--- src/gpp_pkg.sv ---
// Notes on behaviour
// - Pins are grouped in ports of at most sixteen, each pin with its own mode and latch bits.
// - Reset puts every pin in quasi-bidirectional mode.
// - Reset loads every bit of each port's sixteen-bit output latch with one.
// - Mode 00b turns the pin driver off so the pin is a pure input.
// - Each port's pin-level register shows the level of its pins through a two-flop synchronizer, two cycles late.
// - Mode 01b drives the pin high and low from its latch bit.
// - Mode 10b drives low for latch zero and releases the pin for latch one.
// - Mode 11b drives the pin low whenever its latch bit is zero.
// - Quasi mode with latch one drives a low pin strongly high for two cycles, then releases it.
package gpp_pkg;
   localparam int unsigned NUM_PORTS     = 5;
   localparam int unsigned PORT_PINS     = 16;
   localparam int unsigned NUM_PINS      = NUM_PORTS * PORT_PINS;
   localparam int unsigned ADDR_W        = 7;
   localparam int unsigned MODE_W        = 2;

   // Byte offsets: each port owns a 16-byte window
   localparam logic [6:0]  PORT_STRIDE   = 7'h10;
   localparam logic [3:0]  OFF_MODE      = 4'h0;
   localparam logic [3:0]  OFF_LATCH     = 4'h4;
   localparam logic [3:0]  OFF_LEVEL     = 4'h8;

   localparam logic [31:0] MODE_RESET    = 32'hFFFFFFFF;
   localparam logic [15:0] LATCH_RESET   = 16'hFFFF;

   localparam logic [1:0]  PULSE_CYCLES  = 2'h2;

   typedef enum logic [1:0] {
      GPP_MODE_INPUT = 2'h0,
      GPP_MODE_PUSH  = 2'h1,
      GPP_MODE_OPEN  = 2'h2,
      GPP_MODE_QUASI = 2'h3
   } gpp_mode_t;

   typedef enum logic [2:0] {
      GPP_Q_ARMED = 3'h1,
      GPP_Q_PULSE = 3'h2,
      GPP_Q_SPENT = 3'h4
   } gpp_qstate_t;
endpackage : gpp_pkg

--- src/gpp_pin_drv.sv ---
`timescale 1ns/1ps
`default_nettype none
module gpp_pin_drv
(
   // Clock and reset
   input  wire logic        i_sys_clk,
   input  wire logic        i_resetn,
   // Control
   input  wire logic [1:0]  i_mode,
   input  wire logic        i_latch,
   input  wire logic        i_level,
   // Pad drive
   output logic             o_pad_out,
   output logic             o_pad_oe
);
   gpp_pkg::gpp_qstate_t  qstate;
   logic [1:0]            pulse_cnt;
   logic                  quasi_hi;

   assign quasi_hi = (i_mode == gpp_pkg::GPP_MODE_QUASI) && i_latch;

   // quasi high kick
   // Re-arms only after the pin is seen high or quasi_hi drops, so a pin held low outside
   // is kicked once rather than fought forever.
   always_ff @(posedge i_sys_clk or negedge i_resetn)
   begin
      if (!i_resetn)
      begin
         qstate    <= gpp_pkg::GPP_Q_ARMED;
         pulse_cnt <= 2'h0;
      end
      else
      begin
         unique case (qstate)
            gpp_pkg::GPP_Q_ARMED:
            begin
               if (quasi_hi && !i_level)
               begin
                  qstate    <= gpp_pkg::GPP_Q_PULSE;
                  pulse_cnt <= gpp_pkg::PULSE_CYCLES - 2'h1;
               end
            end
            gpp_pkg::GPP_Q_PULSE:
            begin
               if (!quasi_hi)
                  qstate <= gpp_pkg::GPP_Q_ARMED;
               else if (pulse_cnt == 2'h0)
                  qstate <= gpp_pkg::GPP_Q_SPENT;
               else
                  pulse_cnt <= pulse_cnt - 2'h1;
            end
            gpp_pkg::GPP_Q_SPENT:
            begin
               if (!quasi_hi || i_level)
                  qstate <= gpp_pkg::GPP_Q_ARMED;
            end
            default:
               qstate <= gpp_pkg::GPP_Q_ARMED;
         endcase
      end
   end

   always_ff @(posedge i_sys_clk or negedge i_resetn)
   begin
      if (!i_resetn)
      begin
         o_pad_out <= 1'b1;
         o_pad_oe  <= 1'b0;
      end
      else
      begin
         unique case (i_mode)
            gpp_pkg::GPP_MODE_INPUT:
            begin
               o_pad_out <= 1'b0;
               o_pad_oe  <= 1'b0;
            end
            gpp_pkg::GPP_MODE_PUSH:
            begin
               o_pad_out <= i_latch;
               o_pad_oe  <= 1'b1;
            end
            gpp_pkg::GPP_MODE_OPEN:
            begin
               o_pad_out <= 1'b0;
               o_pad_oe  <= !i_latch;
            end
            gpp_pkg::GPP_MODE_QUASI:
            begin
               o_pad_out <= i_latch;
               o_pad_oe  <= !i_latch
                            || (qstate == gpp_pkg::GPP_Q_ARMED && !i_level)
                            || (qstate == gpp_pkg::GPP_Q_PULSE && pulse_cnt != 2'h0);
            end
         endcase
      end
   end
endmodule : gpp_pin_drv
`default_nettype wire

--- src/gpp_port.sv ---
// The Avalon-MM interface to the registers and the placing of the registers were decided locally.
`timescale 1ns/1ps
`default_nettype none
module gpp_port
(
   // Clock and reset
   input  wire logic                         i_sys_clk,
   input  wire logic                         i_resetn,
   // Avalon-MM slave
   input  wire logic [gpp_pkg::ADDR_W-1:0]   i_avs_address,
   input  wire logic                         i_avs_read,
   input  wire logic                         i_avs_write,
   input  wire logic [31:0]                  i_avs_writedata,
   input  wire logic [3:0]                   i_avs_byteenable,
   output logic      [31:0]                  o_avs_readdata,
   output logic                              o_avs_waitrequest,
   // Pads
   input  wire logic [gpp_pkg::NUM_PINS-1:0] i_pad_in,
   output logic      [gpp_pkg::NUM_PINS-1:0] o_pad_out,
   output logic      [gpp_pkg::NUM_PINS-1:0] o_pad_oe
);
   localparam int unsigned NP = gpp_pkg::NUM_PORTS;
   localparam int unsigned PP = gpp_pkg::PORT_PINS;

   logic [31:0]                  mode_reg  [NP];
   logic [PP-1:0]                latch_reg [NP];
   logic [gpp_pkg::NUM_PINS-1:0] pad_meta;
   logic [gpp_pkg::NUM_PINS-1:0] pad_level;
   logic                         ack_q;
   logic                         bus_req;
   logic [2:0]                   port_idx;
   logic [3:0]                   reg_off;
   logic                         port_hit;
   logic [31:0]                  next_readdata;

   // Merge write data into an old word by byte lane
   function automatic logic [31:0] lane_merge(input logic [31:0] old_v,
                                              input logic [31:0] new_v,
                                              input logic [3:0]  be);
      logic [31:0] res;
      res = old_v;
      for (int b = 0; b < 4; b++)
      begin
         if (be[b])
            res[8*b +: 8] = new_v[8*b +: 8];
      end
      return res;
   endfunction : lane_merge

   assign port_idx = i_avs_address[6:4];
   assign reg_off  = i_avs_address[3:0];
   assign port_hit = (port_idx < 3'(NP));
   assign bus_req  = i_avs_read || i_avs_write;

   // One wait state on every access; the answer lands on the second edge
   assign o_avs_waitrequest = bus_req && !ack_q;

   always_ff @(posedge i_sys_clk or negedge i_resetn)
   begin
      if (!i_resetn)
         ack_q <= 1'b0;
      else
         ack_q <= bus_req && !ack_q;
   end

   always_ff @(posedge i_sys_clk or negedge i_resetn)
   begin
      if (!i_resetn)
      begin
         pad_meta  <= '0;
         pad_level <= '0;
      end
      else
      begin
         pad_meta  <= i_pad_in;
         pad_level <= pad_meta;
      end
   end

   genvar gp;
   generate
      for (gp = 0; gp < NP; gp++)
      begin : g_port
         always_ff @(posedge i_sys_clk or negedge i_resetn)
         begin
            if (!i_resetn)
            begin
               mode_reg[gp]  <= gpp_pkg::MODE_RESET;
               latch_reg[gp] <= gpp_pkg::LATCH_RESET;
            end
            else if (i_avs_write && ack_q && port_idx == 3'(gp))
            begin
               if (reg_off == gpp_pkg::OFF_MODE)
                  mode_reg[gp] <= lane_merge(mode_reg[gp], i_avs_writedata,
                                             i_avs_byteenable);
               if (reg_off == gpp_pkg::OFF_LATCH)
                  latch_reg[gp] <= PP'(lane_merge({16'h0000, latch_reg[gp]},
                                                  i_avs_writedata,
                                                  i_avs_byteenable));
            end
         end
      end
   endgenerate

   genvar gi;
   generate
      for (gi = 0; gi < gpp_pkg::NUM_PINS; gi++)
      begin : g_pin
         gpp_pin_drv u_drv
         (
            .i_sys_clk (i_sys_clk),
            .i_resetn  (i_resetn),
            .i_mode    (mode_reg[gi / PP][2*(gi % PP) +: 2]),
            .i_latch   (latch_reg[gi / PP][gi % PP]),
            .i_level   (pad_level[gi]),
            .o_pad_out (o_pad_out[gi]),
            .o_pad_oe  (o_pad_oe[gi])
         );
      end
   endgenerate

   // Read mux; unmapped addresses read zero
   always_comb
   begin
      next_readdata = 32'h00000000;
      if (port_hit)
      begin
         unique case (reg_off)
            gpp_pkg::OFF_MODE:
               next_readdata = mode_reg[port_idx];
            gpp_pkg::OFF_LATCH:
               next_readdata = {16'h0000, latch_reg[port_idx]};
            gpp_pkg::OFF_LEVEL:
               next_readdata = {16'h0000, pad_level[16*port_idx +: 16]};
            default:
               next_readdata = 32'h00000000;
         endcase
      end
   end

   always_ff @(posedge i_sys_clk or negedge i_resetn)
   begin
      if (!i_resetn)
         o_avs_readdata <= 32'h00000000;
      else if (i_avs_read && !ack_q)
         o_avs_readdata <= next_readdata;
   end
endmodule : gpp_port
`default_nettype wire

--- config.mk ---
export PLATFORM = sky130hd
export DESIGN_NAME = gpp_port
export DESIGN_NICKNAME = d
export VERILOG_FILES = /design/src/gpp_pkg.sv /design/src/gpp_pin_drv.sv /design/src/gpp_port.sv
export SDC_FILE = /design/constraint.sdc
export NUM_CORES = 2
export LEC_CHECK = 0
export BUFFER_PORTS_ARGS = -buffer_cell sky130_fd_sc_hd__clkbuf_2
export CORE_UTILIZATION = 45
export CTS_CLUSTER_DIAMETER = 50
export DETAILED_ROUTE_END_ITERATION = 8
export PLACE_DENSITY_LB_ADDON = 0.12
export SYNTH_ARGS = -nofsm -noshare
export SYNTH_HDL_FRONTEND = slang
export SYNTH_SLANG_ARGS = --single-unit
--- constraint.sdc ---
create_clock -name i_sys_clk -period 4.65 [get_ports i_sys_clk]
set_input_delay 0.93 -clock i_sys_clk [delete_from_list [all_inputs] [get_ports i_sys_clk]]
set_output_delay 0.93 -clock i_sys_clk [all_outputs]
set_load 0.02 [all_outputs]
==> metrics.txt <==
status finished clean; actual slew at the worst max-slew pin 0.9817 ns; crit-path max cell delay 0.47 ns; WP data required 5.29 ns; post-synth top area cell dfrtp_1; Detailed Route WL 115.6 mm; hold_buf cts 0; GPL Wtd Cong 0.9076; Worst path slowest cell nand2_1; TNS Setup 0 ns; DR pass1 iterations 6; Yosys cell types 56; Largest register FFs 240; placed cells 5357; syn_area_per_cell 11.23 um2; Power Density 394.4 nW/um2; Peak VDD IR 0.2720 mV; RSZ-0062 raised after global routing no; Slew Viols, Final 0; die height 316.2 um; fin crit share 61.26%; clk_lat worst skew 0.73 ns; Max Root-Sink Buffers 3; layout cells sized above 1 31.72%; Post-CTS Setup Bufs 0; Worst Setup EP mode_reg[95]$_DFFE_PN1P_; P_sw 0.004616 W; Syn. warnings 0; Gate power share 4.1%; Synth Flop Type dfrtp_1; Sink Count 993; Crit path max-delay family simple AND/OR/NAND/NOR gates; syn nets 4163; Finished Layout Cells 5596; vias per std cell 5.323; initial antenna violation count 11; Syn Inst Count 3956; Clk network pwr share 50.9%; CP most frequent cell buf_4; post-synthesis sequential area ratio 57.07%; largest cells by area after synthesis dfrtp_1 33%, dfstp_2 24%, mux2_2 6.5%; Max FO, Critical Path 30; Layout area overhead 14.85%; top-area cell type share of the netlist area 33.41%; port bufs 319; max_slew headroom 34.41%; clk slew on worst S/H paths 0.05 ns; CP Depth 7; H-tree depth 4; hpwl dp 84.29 mm; Avg WL per Cell 20.66 um; crit path cell chain clkbuf_2, buf_4, nand2b_2, buf_4, nor2_2, nand2_1, mux2_2; die footprint 99960 um2; Pleak 21.92 nW; CTS tree yes; Die Span X 316.2 um; Root Buffer clkbuf_16; IO Pins 320; FF-to-FF setup slack 2.00 ns; sw frac 22.94%; Critical Path Start Type input pin; Setup crit end kind register; CP Launch Point i_avs_address[6]; skew final 0.03482 ns; Hold Crit Class input pin to asynchronous set/reset pin; CTS buffer count 131; nets@finish 4421; DRT antenna net count 0; Core Area 97280 um2; DRC 0; pre-CTS WS 1.161 ns; via count 29790; async set or reset register ratio after synthesis 100.0%; Arrival @ worst endpoint 3.49 ns; post-layout minimum cycle time 2.849 ns; worst r2r src ack_q$_DFF_PN0_; number of synthesized flops with an enable pin 0; Achievable Freq 351.0 MHz; Fillers 8622; vias in the first global route 28980; worst setup margin 1.801 ns; Core Rows 114; Final Hold Viols 0; CP Buf/Inv Count 3; first-pass GRT wire length 174.7 mm; Post-CTS Resized 0; global route overflow 0; CP Class input pin to register; Starting Density 45.66%; number of synthesized register bits 993; Cell Area, Synth 44420 um2; Final Total Pwr 0.02012 W; max-cap violations 0; drt first-iter violations 2010; All-Layer GR Usage 23.33%; Reg2Reg Depth 6; Final setup viols 0; largest net degree at the start of global routing 93; reg2reg end o_avs_readdata[15]$_DFFE_PN0P_; internal power 0.01551 W; Seq pwr share 44.9%
## per-stage QoR
stage	hold WS (ns)	instance area, um2	util (%)
floorplan	0.3312	44420	-
finish	0.2569	51010	52.44
CTS	0.2539	51010	52.44
global placement	0.3333	46530	47.83
global route	0.2690	51010	52.44
detailed placement	0.3347	46530	47.83
## cells by family after synthesis
kind of cell / Yosys count / share of synthesized area (%)
fa+ha+maj: 80 / 2.254
buf+inv: 514 / 5.794
simple gates: 1290 / 15.22
mux: 384 / 9.944
compound gates: 656 / 8.950
flops: 993 / 57.07
xor+xnor: 39 / 0.7690
## worst register-to-register path, delay by kind of cell, from the launching register on
family	cells	cell delay, ns
AOI/OAI and AO/OA	2	0.49
and+or+nand+nor	3	1.35
DFF	1	0.48
buffers and inverters	1	0.26
## power by group through the flow
| stage | logic, W | clock network (W) | registers [W] |
|---|---|---|---|
| floorplan | 0.000433 | 0 | 0.00909 |
| global placement | 0.000842 | 0 | 0.00918 |
| detailed placement | 0.000846 | 0 | 0.00918 |
| CTS | 0.000849 | 0.0105 | 0.00904 |
| global route | 0.000918 | 0.0108 | 0.00906 |
| finish | 0.000832 | 0.0102 | 0.00904 |
## cells in the final DEF (no fill, tap or decap), types with 17 or more instances in the layout
cell and count:
o21bai_1 44, xor2_1 29, a22oi_1 31, nor3b_1 113, o2bb2ai_1 17, nor2_1 223, dfstp_2 400, clkbuf_2 316
o21ai_0 208, mux2i_1 106, or2_2 72, nand2_2 22, a21oi_1 174, mux2_2 258, buf_4 20, clkbuf_16 138
nand3_1 33, nand3b_1 36, and2_1 95, o22ai_1 65, or4_1 27, nor3_1 162, a21o_1 20, or3b_2 23
nand2_1 354, inv_1 289, clkbuf_1 24, mux4_2 20, nand2b_1 79, ha_1 80, clkbuf_8 19, dfrtp_1 593
## worst min-delay path by stage
stage                            from                                  to  slack (ns)  cells past startpoint
2_1_floorplan   pad_meta[0]$_DFF_PN0_              pad_level[0]$_DFF_PN0_        0.33                      0
6_report                     i_resetn  g_pin[29].u_drv.o_pad_oe$_DFF_PN0_        0.26                      1
5_1_grt                  i_pad_in[35]              pad_meta[35]$_DFF_PN0_        0.27                      1
3_3_place_gp   pad_meta[52]$_DFF_PN0_             pad_level[52]$_DFF_PN0_        0.33                      0
3_5_place_dp   pad_meta[64]$_DFF_PN0_             pad_level[64]$_DFF_PN0_        0.33                      0
4_1_cts                  i_pad_in[35]              pad_meta[35]$_DFF_PN0_        0.25                      1
## cell type report
cell class                      count  area [um2]  area share [%]
Inverter                          290        1089           2.134
Multi-Input combinational cell   2449       16520           32.38
Tap cell                         1276        1597           3.130
Sequential cell                   993       25350           49.69
Clock inverter                     57       674.4           1.322
Antenna cell                        1       2.502        0.004905
Clock buffer                      181        3805           7.459
Timing Repair Buffer              349        1978           3.878
## synthesized netlist by cell type, drive strengths merged, types with 17 or more instances
master   number
mux4         20
mux2i       106
mux2        258
nand2b       81
dfrtp       593
nor2        227
o21ai       208
o2bb2ai      17
o22ai        65
and2         95
a21o         20
inv         289
nor3        164
or3b         23
nand3        33
nor3b       113
or2          72
buf         209
dfstp       400
xor2         29
or4          27
a22oi        31
a21oi       174
o21bai       44
nand3b       36
ha           80
nand2       376
## per-layer routing
metal,GRT usage [%],part of all wire [%],up-vias
met1,30.73,43,14690
met5,0,0.088,-
li1,-,-,14070
met2,37.69,48,807
met3,5.455,6.3,201
met4,8.381,3.0,16
Power figures use the tool's default switching activity.
